==> src/include/bspc_defines.svh <==
`ifndef BSPC_DEFINES_SVH
`define BSPC_DEFINES_SVH
// Clock period in ns and timing figures
`define BSPC_CLK_PERIOD_NS     20
`define BSPC_MIN_OFF_NS        200
`define BSPC_MIN_OFF_CYC       ((`BSPC_MIN_OFF_NS + `BSPC_CLK_PERIOD_NS - 1) / `BSPC_CLK_PERIOD_NS)
`define BSPC_DEADTIME_CYC      2
// Hiccup figures in switching cycles
`define BSPC_HICCUP_WAIT_CYC   512
`define BSPC_HICCUP_TIME_CYC   16384
`endif

==> src/include/bspc_pkg.sv <==
`default_nettype none
package bspc_pkg;
	typedef enum logic [2:0]
	{
		BSPC_OFF   = 3'b000,
		BSPC_DEAD  = 3'b001,
		BSPC_HIGH  = 3'b011,
		BSPC_LOW   = 3'b010,
		BSPC_IDLE  = 3'b110
	} bspc_phase_e;
endpackage
`default_nettype wire

==> src/design/bspc_hiccup.sv <==
`default_nettype none
`include "bspc_defines.svh"
module bspc_hiccup #(
	parameter int WAIT_CYC = `BSPC_HICCUP_WAIT_CYC,
	parameter int HICCUP_CYC = `BSPC_HICCUP_TIME_CYC
) (
	// Clock and reset
	input  wire logic clock,
	input  wire logic rstn,
	// Cycle events
	input  wire logic active,
	input  wire logic cycle_start,
	input  wire logic comp_clamped,
	// Fault state
	output logic      hiccup
);
	localparam int CW = $clog2(HICCUP_CYC + 1);
	logic [CW-1:0] count;

	// Elaboration check: the shared counter cannot serve a wait longer than the hiccup time
	if (WAIT_CYC < 1 || HICCUP_CYC < 1 || WAIT_CYC > HICCUP_CYC)
		$error("bspc_hiccup: bad counts");

	// Clamp counter doubles as hiccup timer
	always_ff @(posedge clock)
	begin
		if (!rstn || !active)
		begin
			count <= '0;
			hiccup <= 1'b0;
		end
		else if (cycle_start)
		begin
			if (hiccup)
			begin
				if (count == CW'(HICCUP_CYC - 1))
				begin
					hiccup <= 1'b0;
					count <= '0;
				end
				else
					count <= count + 1'b1;
			end
			else if (comp_clamped)
			begin
				if (count == CW'(WAIT_CYC))
				begin
					hiccup <= 1'b1;
					count <= '0;
				end
				else
					count <= count + 1'b1;
			end
			else
				count <= '0;
		end
	end
endmodule
`default_nettype wire

==> src/design/bspc_switch_ctrl.sv <==
`default_nettype none
`include "bspc_defines.svh"
module bspc_switch_ctrl #(
	parameter int DEADTIME_CYC = `BSPC_DEADTIME_CYC,
	parameter int MIN_OFF_CYC = `BSPC_MIN_OFF_CYC,
	parameter int HICCUP_WAIT = `BSPC_HICCUP_WAIT_CYC,
	parameter int HICCUP_TIME = `BSPC_HICCUP_TIME_CYC
) (
	// Clock and reset
	input  wire logic clock,
	input  wire logic rstn,
	// Oscillator
	input  wire logic cycle_start,
	input  wire logic off_request,
	// Comparators
	input  wire logic input_supply_ok,
	input  wire logic enable_ok,
	input  wire logic boot_uv,
	input  wire logic feedback_over,
	input  wire logic feedback_release,
	input  wire logic peak_current_trip,
	input  wire logic comp_clamped,
	input  wire logic ls_source_over,
	input  wire logic ls_sink_over,
	// Gate commands
	output logic      hs_on,
	output logic      ls_on,
	// Status
	output logic      active,
	output logic      hiccup_out
);
	localparam int DW = $clog2(DEADTIME_CYC + 1);
	localparam int OW = $clog2(MIN_OFF_CYC + 1);

	// Elaboration check on the timing counts
	if (DEADTIME_CYC < 1 || MIN_OFF_CYC < 1)
		$error("bspc_switch_ctrl: bad timing");

	bspc_pkg::bspc_phase_e phase;
	bspc_pkg::bspc_phase_e dead_target;
	logic [DW-1:0] dead_cnt;
	logic [OW-1:0] off_cnt;
	logic          ovp;
	logic          sink_lock;
	logic          hs_pulsed;
	logic          hiccup;
	logic          run;
	logic          want_high;

	assign run = active && !hiccup;

	// Enable needs both the supply and the enable comparator
	always_ff @(posedge clock)
	begin
		if (!rstn)
			active <= 1'b0;
		else
			active <= input_supply_ok && enable_ok;
	end

	bspc_hiccup #(
		.WAIT_CYC   (HICCUP_WAIT),
		.HICCUP_CYC (HICCUP_TIME)
	) u_hiccup (
		.clock        (clock),
		.rstn         (rstn),
		.active       (active),
		.cycle_start  (cycle_start),
		.comp_clamped (comp_clamped),
		.hiccup       (hiccup)
	);

	always_ff @(posedge clock)
	begin
		if (!rstn)
			hiccup_out <= 1'b0;
		else
			hiccup_out <= hiccup;
	end

	// Overvoltage latch with hysteresis; release takes effect at a cycle start
	always_ff @(posedge clock)
	begin
		if (!rstn || !active)
			ovp <= 1'b0;
		else if (feedback_over)
			ovp <= 1'b1;
		else if (cycle_start && feedback_release)
			ovp <= 1'b0;
	end

	// Sinking lockout; set wins over clear
	always_ff @(posedge clock)
	begin
		if (!rstn || !active)
			sink_lock <= 1'b0;
		else if (ls_on && ls_sink_over)
			sink_lock <= 1'b1;
		else if (boot_uv || (hs_pulsed && phase != bspc_pkg::BSPC_HIGH))
			sink_lock <= 1'b0;
	end

	// Tracks that the high side ran since the sinking trip
	always_ff @(posedge clock)
	begin
		if (!rstn || !active || !sink_lock)
			hs_pulsed <= 1'b0;
		else if (phase == bspc_pkg::BSPC_HIGH)
			hs_pulsed <= 1'b1;
	end

	// High side is wanted at a cycle start unless a protection blocks it
	// A release seen at this cycle start already lets the high side in, not one cycle later
	assign want_high = run && !boot_uv && !(ovp && !feedback_release) && !feedback_over
		&& !ls_source_over;

	// Off-time counter: a very short off request is ignored to reach full duty
	always_ff @(posedge clock)
	begin
		if (!rstn || phase != bspc_pkg::BSPC_HIGH)
			off_cnt <= '0;
		else if (off_request && off_cnt != OW'(MIN_OFF_CYC))
			off_cnt <= off_cnt + 1'b1;
		else if (!off_request)
			off_cnt <= '0;
	end

	// Switch phase sequencing, every handover passes through dead time
	always_ff @(posedge clock)
	begin
		if (!rstn)
		begin
			phase <= bspc_pkg::BSPC_OFF;
			dead_target <= bspc_pkg::BSPC_OFF;
			dead_cnt <= '0;
		end
		else if (!run)
		begin
			phase <= bspc_pkg::BSPC_OFF;
			dead_cnt <= '0;
		end
		else
		begin
			case (phase)
				bspc_pkg::BSPC_OFF, bspc_pkg::BSPC_IDLE:
				begin
					if (boot_uv)
					begin
						phase <= bspc_pkg::BSPC_DEAD;
						dead_target <= bspc_pkg::BSPC_LOW;
						dead_cnt <= '0;
					end
					else if (cycle_start && want_high)
					begin
						phase <= bspc_pkg::BSPC_DEAD;
						dead_target <= bspc_pkg::BSPC_HIGH;
						dead_cnt <= '0;
					end
					else if (cycle_start && !sink_lock && phase == bspc_pkg::BSPC_IDLE)
					begin
						phase <= bspc_pkg::BSPC_DEAD;
						dead_target <= bspc_pkg::BSPC_LOW;
						dead_cnt <= '0;
					end
				end
				bspc_pkg::BSPC_DEAD:
				begin
					if (dead_target == bspc_pkg::BSPC_HIGH && (boot_uv || feedback_over))
						dead_target <= bspc_pkg::BSPC_LOW;
					else if (dead_cnt == DW'(DEADTIME_CYC - 1))
						phase <= dead_target;
					else
						dead_cnt <= dead_cnt + 1'b1;
				end
				bspc_pkg::BSPC_HIGH:
				begin
					// A held off request past the minimum off-time ends the pulse
					if (boot_uv || feedback_over || peak_current_trip
						|| (off_request && off_cnt == OW'(MIN_OFF_CYC)))
					begin
						phase <= bspc_pkg::BSPC_DEAD;
						dead_target <= bspc_pkg::BSPC_LOW;
						dead_cnt <= '0;
					end
				end
				bspc_pkg::BSPC_LOW:
				begin
					if (ls_sink_over && !boot_uv)
						phase <= bspc_pkg::BSPC_IDLE;
					else if (cycle_start && want_high)
					begin
						phase <= bspc_pkg::BSPC_DEAD;
						dead_target <= bspc_pkg::BSPC_HIGH;
						dead_cnt <= '0;
					end
				end
				default:
					phase <= bspc_pkg::BSPC_OFF;
			endcase
		end
	end

	// Gate outputs registered from the current phase and protection inputs
	always_ff @(posedge clock)
	begin
		if (!rstn)
		begin
			hs_on <= 1'b0;
			ls_on <= 1'b0;
		end
		else
		begin
			hs_on <= run && phase == bspc_pkg::BSPC_HIGH && !boot_uv && !feedback_over
				&& !peak_current_trip;
			ls_on <= run && phase == bspc_pkg::BSPC_LOW && !(ls_sink_over && !boot_uv)
				&& !hs_on;
		end
	end
endmodule
`default_nettype wire

==> config.mk <==
export PLATFORM = sky130hd
export DESIGN_NAME = bspc_switch_ctrl
export DESIGN_NICKNAME = d
export VERILOG_FILES = /design/src/include/bspc_pkg.sv /design/src/design/bspc_hiccup.sv /design/src/design/bspc_switch_ctrl.sv
export VERILOG_INCLUDE_DIRS = /design/src /design/src/include
export SDC_FILE = /design/constraint.sdc
export NUM_CORES = 1
export LEC_CHECK = 0
export BUFFER_PORTS_ARGS = -buffer_cell sky130_fd_sc_hd__buf_2
export CAP_MARGIN = 20
export CORE_ASPECT_RATIO = 0.8
export CORE_MARGIN = 8
export CORE_UTILIZATION = 61
export DETAILED_ROUTE_END_ITERATION = 16
export PLACE_DENSITY = 0.82
export SLEW_MARGIN = 20
export SYNTH_ARGS = -nofsm -noshare
export SYNTH_HDL_FRONTEND = slang
export SYNTH_HIERARCHICAL = 1
export SYNTH_SLANG_ARGS = --single-unit
==> constraint.sdc <==
create_clock -name clock -period 4.6 [get_ports clock]
set_input_delay 0.92 -clock clock [delete_from_list [all_inputs] [get_ports clock]]
set_output_delay 0.92 -clock clock [all_outputs]
set_load 0.03 [all_outputs]
==> results.toml, run 1 <==
[layout]
area_growth_pct = 9.82
fin_nets = 247
drive_gt1_frac = 0.174
final_util = 0.717
layout_common_cells = "dfxtp_1, nor2_1, nand2_1"
finalInstanceArea_sq_um = 2010
final_common_cell = "dfxtp_1"
diodes = 0

[synth]
synth_edf_count = 0
syn_inst = 210
ys.flop_type = "dfxtp_1"
async_reset_ff_frac = 0
synth.distinct_cells = 57
yosysWarnings = 6
syn_area_sq_um = 1830
syn_avg_cell_area_sq_um = 8.73
ys_ff_latch = 34
syn-num-nets = 228
synth_seq_area_share = 0.371

[grt]
grt_overflow = 0
grt_pass1_vias = 1462
grtUsageTotal = 0.167
grt_pass1_wl_mm = 6.75
antenna_found_initial = 0
grt_max_degree = 16

[critical_path]
r2r-start = "off_cnt[0]$_SDFFE_PP0P_"
r2r_end = "phase[1]$_SDFFE_PN0P_"
r2r_cells = 7
cp.arrival_ns = 2.35
critPathKind = "in2reg"
path_buf_inv = 1
r2r_slack_ns = 2.64
endpoint_kind = "register"
startpoint_type = "primary input"
cpPeakStageDelay_ns = 0.35
crit_fanout = 11
required_ns = 4.78
crit_family = "compound AO/OA/AOI/OAI gates"
crit_path_top_delay_cell = "a31oi_1"
crit_chain = "buf_2 > and4bb_1 > nand3_2 > a31oi_1 > nand2_1 > a31o_2"

[hold_path]
hold_depth = 1
holdCritPathClass = "reg2reg"
hold_end = "ls_on$_SDFF_PN0_"
min_from = "hs_on$_SDFF_PN0_"

[sta]
whs_ns = 0.417
rsz0062_at_grt = "false"
finalCritPeriodShare = 0.472
maxSlewHeadroom = 0.613
fmax_mhz = 461
drv_slew = 0
worst_slack_ns = 2.43
worst_slew_pin_slew_ns = 0.579
fin_crit_ns = 2.17
finalSetupTns_ns = 0
setup_viol = 0
finalClockSkew_ns = 0.00289
hold_violations = 0

[clock_network]
cts_tree = "done"
ctsLongestPathBuffers = 2
cts.sinks = 34
clock-root-buffer = "clkbuf_8"
cts_buffers = 5
cts.repair.resized = 0
post-cts-setup-buffers = 0
cts_hold_buf = 0
cts.htree.levels = 2
clk_latency_ns = 0.29
clk_pin_slew_ns = 0.07

[die]
dieArea_sq_um = 5030
ioPinCount = 17
rows = 17
fp.dieW_um = 77.3
fp.dieH_um = 65.0
initial_core_util = 0.653
core_sq_um = 2810

[route]
dr.first_iter.drc_count = 181
routed_wl_mm = 4.07
wire_per_inst_um = 15.2
drcViolationCount = 0
final_antenna_net_count = 0
num_vias = 1572
avgViaCountPerCell = 5.87
dr.pass1.iters = 5

[pwr]
power_switching_mw = 0.127
p_sw_frac = 0.228
p_int_mw = 0.428
p_leak_nw = 0.750
power_density_nw_per_um2 = 276
ir_worst_vdd_mv = 0.259
p_seq_frac = 0.536
clkPwrFrac = 0.411
power_frac_comb = 0.053

[place]
placed_cell_area_sq_um = 1920
dp_hpwl_mm = 2.98
portBuffers = 16
dp_slack_ns = 2.16
place.gp.congestion = 1.02

[flow_run]
drv_cap = 0

[status]
status = "finished, final reports clean"
==> through the flow <==
| stage | total power [mW] | instances |
|---|---|---|
| floorplan | 0.323 | 210 |
| global placement | 0.332 | 260 |
| detailed placement | 0.333 | 260 |
| CTS | 0.558 | 268 |
| global route | 0.575 | 268 |
| finish | 0.555 | 268 |
==> cells by family after synthesis <==
group,Yosys count,share of synthesized area
AO/OA/AOI/OAI,35,0.138
XOR/XNOR,14,0.0668
adder cells (fa/ha/maj),5,0.0341
buffers and inverters,16,0.0457
flip-flops,34,0.371
multiplexers,3,0.0171
AND/OR/NAND/NOR,103,0.327
==> worst max-delay path by stage <==
stage	start	to	slack, ns	cells past startpoint
5_1_grt	cycle_start	dead_cnt[0]$_SDFFE_PN0P_	2.33	6
3_3_place_gp	cycle_start	phase[2]$_SDFFE_PN0P_	2.19	6
6_report	cycle_start	phase[2]$_SDFFE_PN0P_	2.43	6
2_1_floorplan	ls_source_over	dead_cnt[0]$_SDFFE_PN0P_	2.44	5
4_1_cts	cycle_start	dead_cnt[0]$_SDFFE_PN0P_	2.47	6
3_5_place_dp	cycle_start	phase[2]$_SDFFE_PN0P_	2.16	6
==> routing by layer <==
metal  vias to the layer above  track usage  routed length (um)
met5                         -            0                   0
met2                        52        0.257                1840
met3                         7       0.0455                 274
met1                       733        0.213                1900
li1                        780            -                   -
met4                         0       0.0775                  59
==> registers in the layout, summed over array words and instances (netlist names) <==
name             cells
active               1
dead_target          2
u_hiccup/count      15
phase                3
ls_on                1
sink_lock            1
u_hiccup/hiccup      1
hiccup_out           1
dead_cnt             2
hs_on                1
ovp                  1
hs_pulsed            1
off_cnt              4
==> Yosys cell counts (3+ instances only) <==
library cell	number	area [sq um]
dfxtp_1	34	681
nor2_1	29	109
nand2_1	22	82.6
a21oi_1	11	55.1
inv_1	11	41.3
xor2_1	8	70.1
o21ai_0	6	30.0
xnor2_1	6	52.6
ha_1	5	62.6
nand4_1	5	31.3
nand3_1	4	20.0
o211ai_1	4	30.0
and3_1	3	18.8
buf_6	3	33.8
nor3b_1	3	22.5
nor4_1	3	18.8
nor4b_1	3	26.3
==> power by group through the flow <==
stage,registers [mW],logic (mW),clock network [mW]
2_1_floorplan,0.304,0.0187,0
3_3_place_gp,0.304,0.0284,0
3_5_place_dp,0.304,0.0290,0
4_1_cts,0.297,0.0292,0.231
5_1_grt,0.297,0.0322,0.246
6_report,0.297,0.0296,0.228
==> cell type report <==
type / instances / area (sq um)
multi-input combinational: 160 / 1070
fill: 231 / 793
sequential: 34 / 681
clock buffer: 7 / 86.3
timing repair buffer: 16 / 80.1
tap: 38 / 47.5
inverter: 12 / 45.0
clock inverter: 1 / 5.00
Power figures use the tool's default switching activity.
==> run 2: changes to the inputs <==
- ABC_AREA: not set -> 1
- CORE_UTILIZATION: 61 -> 53
- PLACE_DENSITY: 0.82 -> 0.75
- clock period: 4.6 -> 1.83 ns (I/O delays scaled with it)
==> results.toml, run 2 <==
[route]
met3_length_um = 334
dr.max_layer_used = "met4"
drcViolationCount = 0
met1_length_mm = 2.37
wire_per_inst_um = 12.1
dr.first_iter.drc_count = 169
wl_met2_mm = 1.68
routed_wl_mm = 4.45
avgViaCountPerCell = 4.97
num_vias = 1829
dr.pass1.iters = 5
final_antenna_net_count = 0

[sta]
finalSetupTns_ns = 0
setup_viol = 0
worst_slew_pin_slew_ns = 0.437
finalCritPeriodShare = 0.824
maxSlewHeadroom = 0.708
finalClockSkew_ns = 0.00614
fmax_mhz = 663
drv_slew = 0
fin_crit_ns = 1.51
hold_violations = 0
rsz0062_at_grt = "false"

[critical_path]
crit_family = "simple AND/OR/NAND/NOR gates"
crit_fanout = 9
cp_common_cell = "nand2_1"
crit_chain = "inv_1 > ha_1 > inv_1 > nor2_1 > nand2_1 > nor2_1 > nand2_1 > nand2_1 > nand3_4 > nand2_4 > a21oi_1"
critPathKind = "reg2reg"
crit_path_top_delay_cell = "dfxtp_1"
cpPeakStageDelay_ns = 0.34
required_ns = 2.01
endpoint_kind = "register"
path_buf_inv = 2
cp.arrival_ns = 1.69
startpoint_type = "register"

[pwr]
p_leak_nw = 1.04
ir_worst_vdd_mv = 0.396
power_density_nw_per_um2 = 631

[synth]
syn_area_sq_um = 1960
ys.flop_type = "dfxtp_1"
synth_seq_area_share = 0.348
synth_edf_count = 0
yosysWarnings = 6
ys_top_cells_by_area = "dfxtp_1, nand2_1, nor2_1"
syn_avg_cell_area_sq_um = 6.48
synthTopCellsByCount = "nand2_1, nor2_1, inv_1"
ys_ff_latch = 34
async_reset_ff_frac = 0
yosysMostFrequentCell = "nand2_1"
synth.distinct_cells = 29
syn_inst = 302
synth_top_area_cell = "dfxtp_1"
syn-num-nets = 320
netlist.area_leader.share = 0.348

[layout]
final_common_cell = "nand2_1"
top_regs = "u_hiccup/count: 15 flops, off_cnt: 4 flops, phase: 3 flops"
fillerInstances = 343
area_growth_pct = 11.3
regMostFlops = "u_hiccup/count"
final_util = 0.624
layout_common_cells = "nand2_1, nor2_1, inv_1"
diodes = 0
largest_reg_flops = 15
drive_gt1_frac = 0.153
fin_nets = 344

[status]
status = "finished, final reports clean"

[die]
ioPinCount = 17
fp.dieW_um = 84.0
rows = 19
core_sq_um = 3490
dieArea_sq_um = 5910
fp.dieH_um = 70.4
initial_core_util = 0.560

[grt]
grt_overflow = 0
grt_max_degree = 12
grtUsageTotal = 0.161
grt_pass1_vias = 1713
antenna_found_initial = 0
grt_pass1_wl_mm = 7.82

[clock_network]
cts.sinks = 34
clock-root-buffer = "clkbuf_8"
cts.htree.levels = 2
cts.repair.resized = 0
ctsLongestPathBuffers = 2
post-cts-setup-buffers = 0
clk_latency_ns = 0.29
cts_tree = "done"
clk_pin_slew_ns = 0.07
cts_buffers = 5
cts_hold_buf = 0

[place]
portBuffers = 16
place.gp.congestion = 0.922
dp_hpwl_mm = 3.53

[flow_run]
drv_cap = 0

[hold_path]
holdCritPathClass = "in2reg"
## run 2: cell types whose count changed in the layout (fill, tap and decap cells not counted), moves of 4 or more
cell / previous run / this run
nor2_2: 0 / 7
nand2_1: 22 / 72
inv_1: 11 / 48
nand3_1: 4 / 12
nand2_2: 0 / 5
xnor2_1: 6 / 2
nor2_1: 29 / 62
## run 2: layout make-up
type,instances,area [sq um],share of cell area
clock buffers,5,68.8,0.0316
clock inverters,2,10.0,0.00459
inverters,51,191,0.0878
multi-input cells,216,1080,0.496
flip-flops and latches,34,681,0.312
well taps,42,52.6,0.0241
repair buffers,18,95.1,0.0436
## run 2: through the flow
stage / std cells / total power [mW] / hold slack [ns] / setup WS [ns] / instance area [sq um]
finish: 368 / 1.38 / 0.261 / 0.321 / 2180
CTS: 368 / 1.38 / 0.255 / 0.297 / 2180
detailed placement: 361 / 0.864 / 0.433 / 0.292 / 2100
global route: 368 / 1.43 / 0.269 / 0.115 / 2180
floorplan: 302 / 0.830 / 0.437 / 0.434 / 1960
global placement: 361 / 0.863 / 0.429 / 0.304 / 2100
## run 2: worst paths after layout
| path | from | endpoint | slack [ns] | cells after the start |
|---|---|---|---|---|
| worst min register to register | hs_on$_SDFF_PN0_ | ls_on$_SDFF_PN0_ | 0.44 | 1 |
| worst max register to register | u_hiccup/count[0]$_SDFFE_PP0P_ | u_hiccup/count[0]$_SDFFE_PP0P_ | 0.32 | 11 |
| worst min-delay path | peak_current_trip | hs_on$_SDFF_PN0_ | 0.26 | 2 |
| worst max-delay path | u_hiccup/count[0]$_SDFFE_PP0P_ | u_hiccup/count[0]$_SDFFE_PP0P_ | 0.32 | 11 |
## run 2: power breakdown
group	total (mW)	internal [mW]	switching, mW
clock	0.527	0.255	0.272
combinational	0.0992	0.0340	0.0651
sequential	0.749	0.745	0.00451
## run 2: cell families after synthesis
kind of cell,after synthesis,share of synthesized area
AND/OR/NAND/NOR,180,0.415
AO/OA/AOI/OAI,23,0.0690
flip-flops,34,0.348
adder cells (fa/ha/maj),5,0.0319
buffers and inverters,52,0.100
XOR/XNOR,8,0.0358
## run 2: per-layer routing
metal / up-vias / GRT usage
li1: 983 / -
met3: 7 / 0.0498
met5: - / 0
met2: 53 / 0.216
met1: 786 / 0.223
met4: 0 / 0.0746
## run 2: worst reg2reg max path, stage by stage (launching register included)
cell,delay (ns)
dfxtp_1,0.34
inv_1,0.09
ha_1,0.15
inv_1,0.04
nor2_1,0.07
nand2_1,0.05
nor2_1,0.12
nand2_1,0.07
nand2_1,0.12
nand3_4,0.13
nand2_4,0.14
a21oi_1,0.06
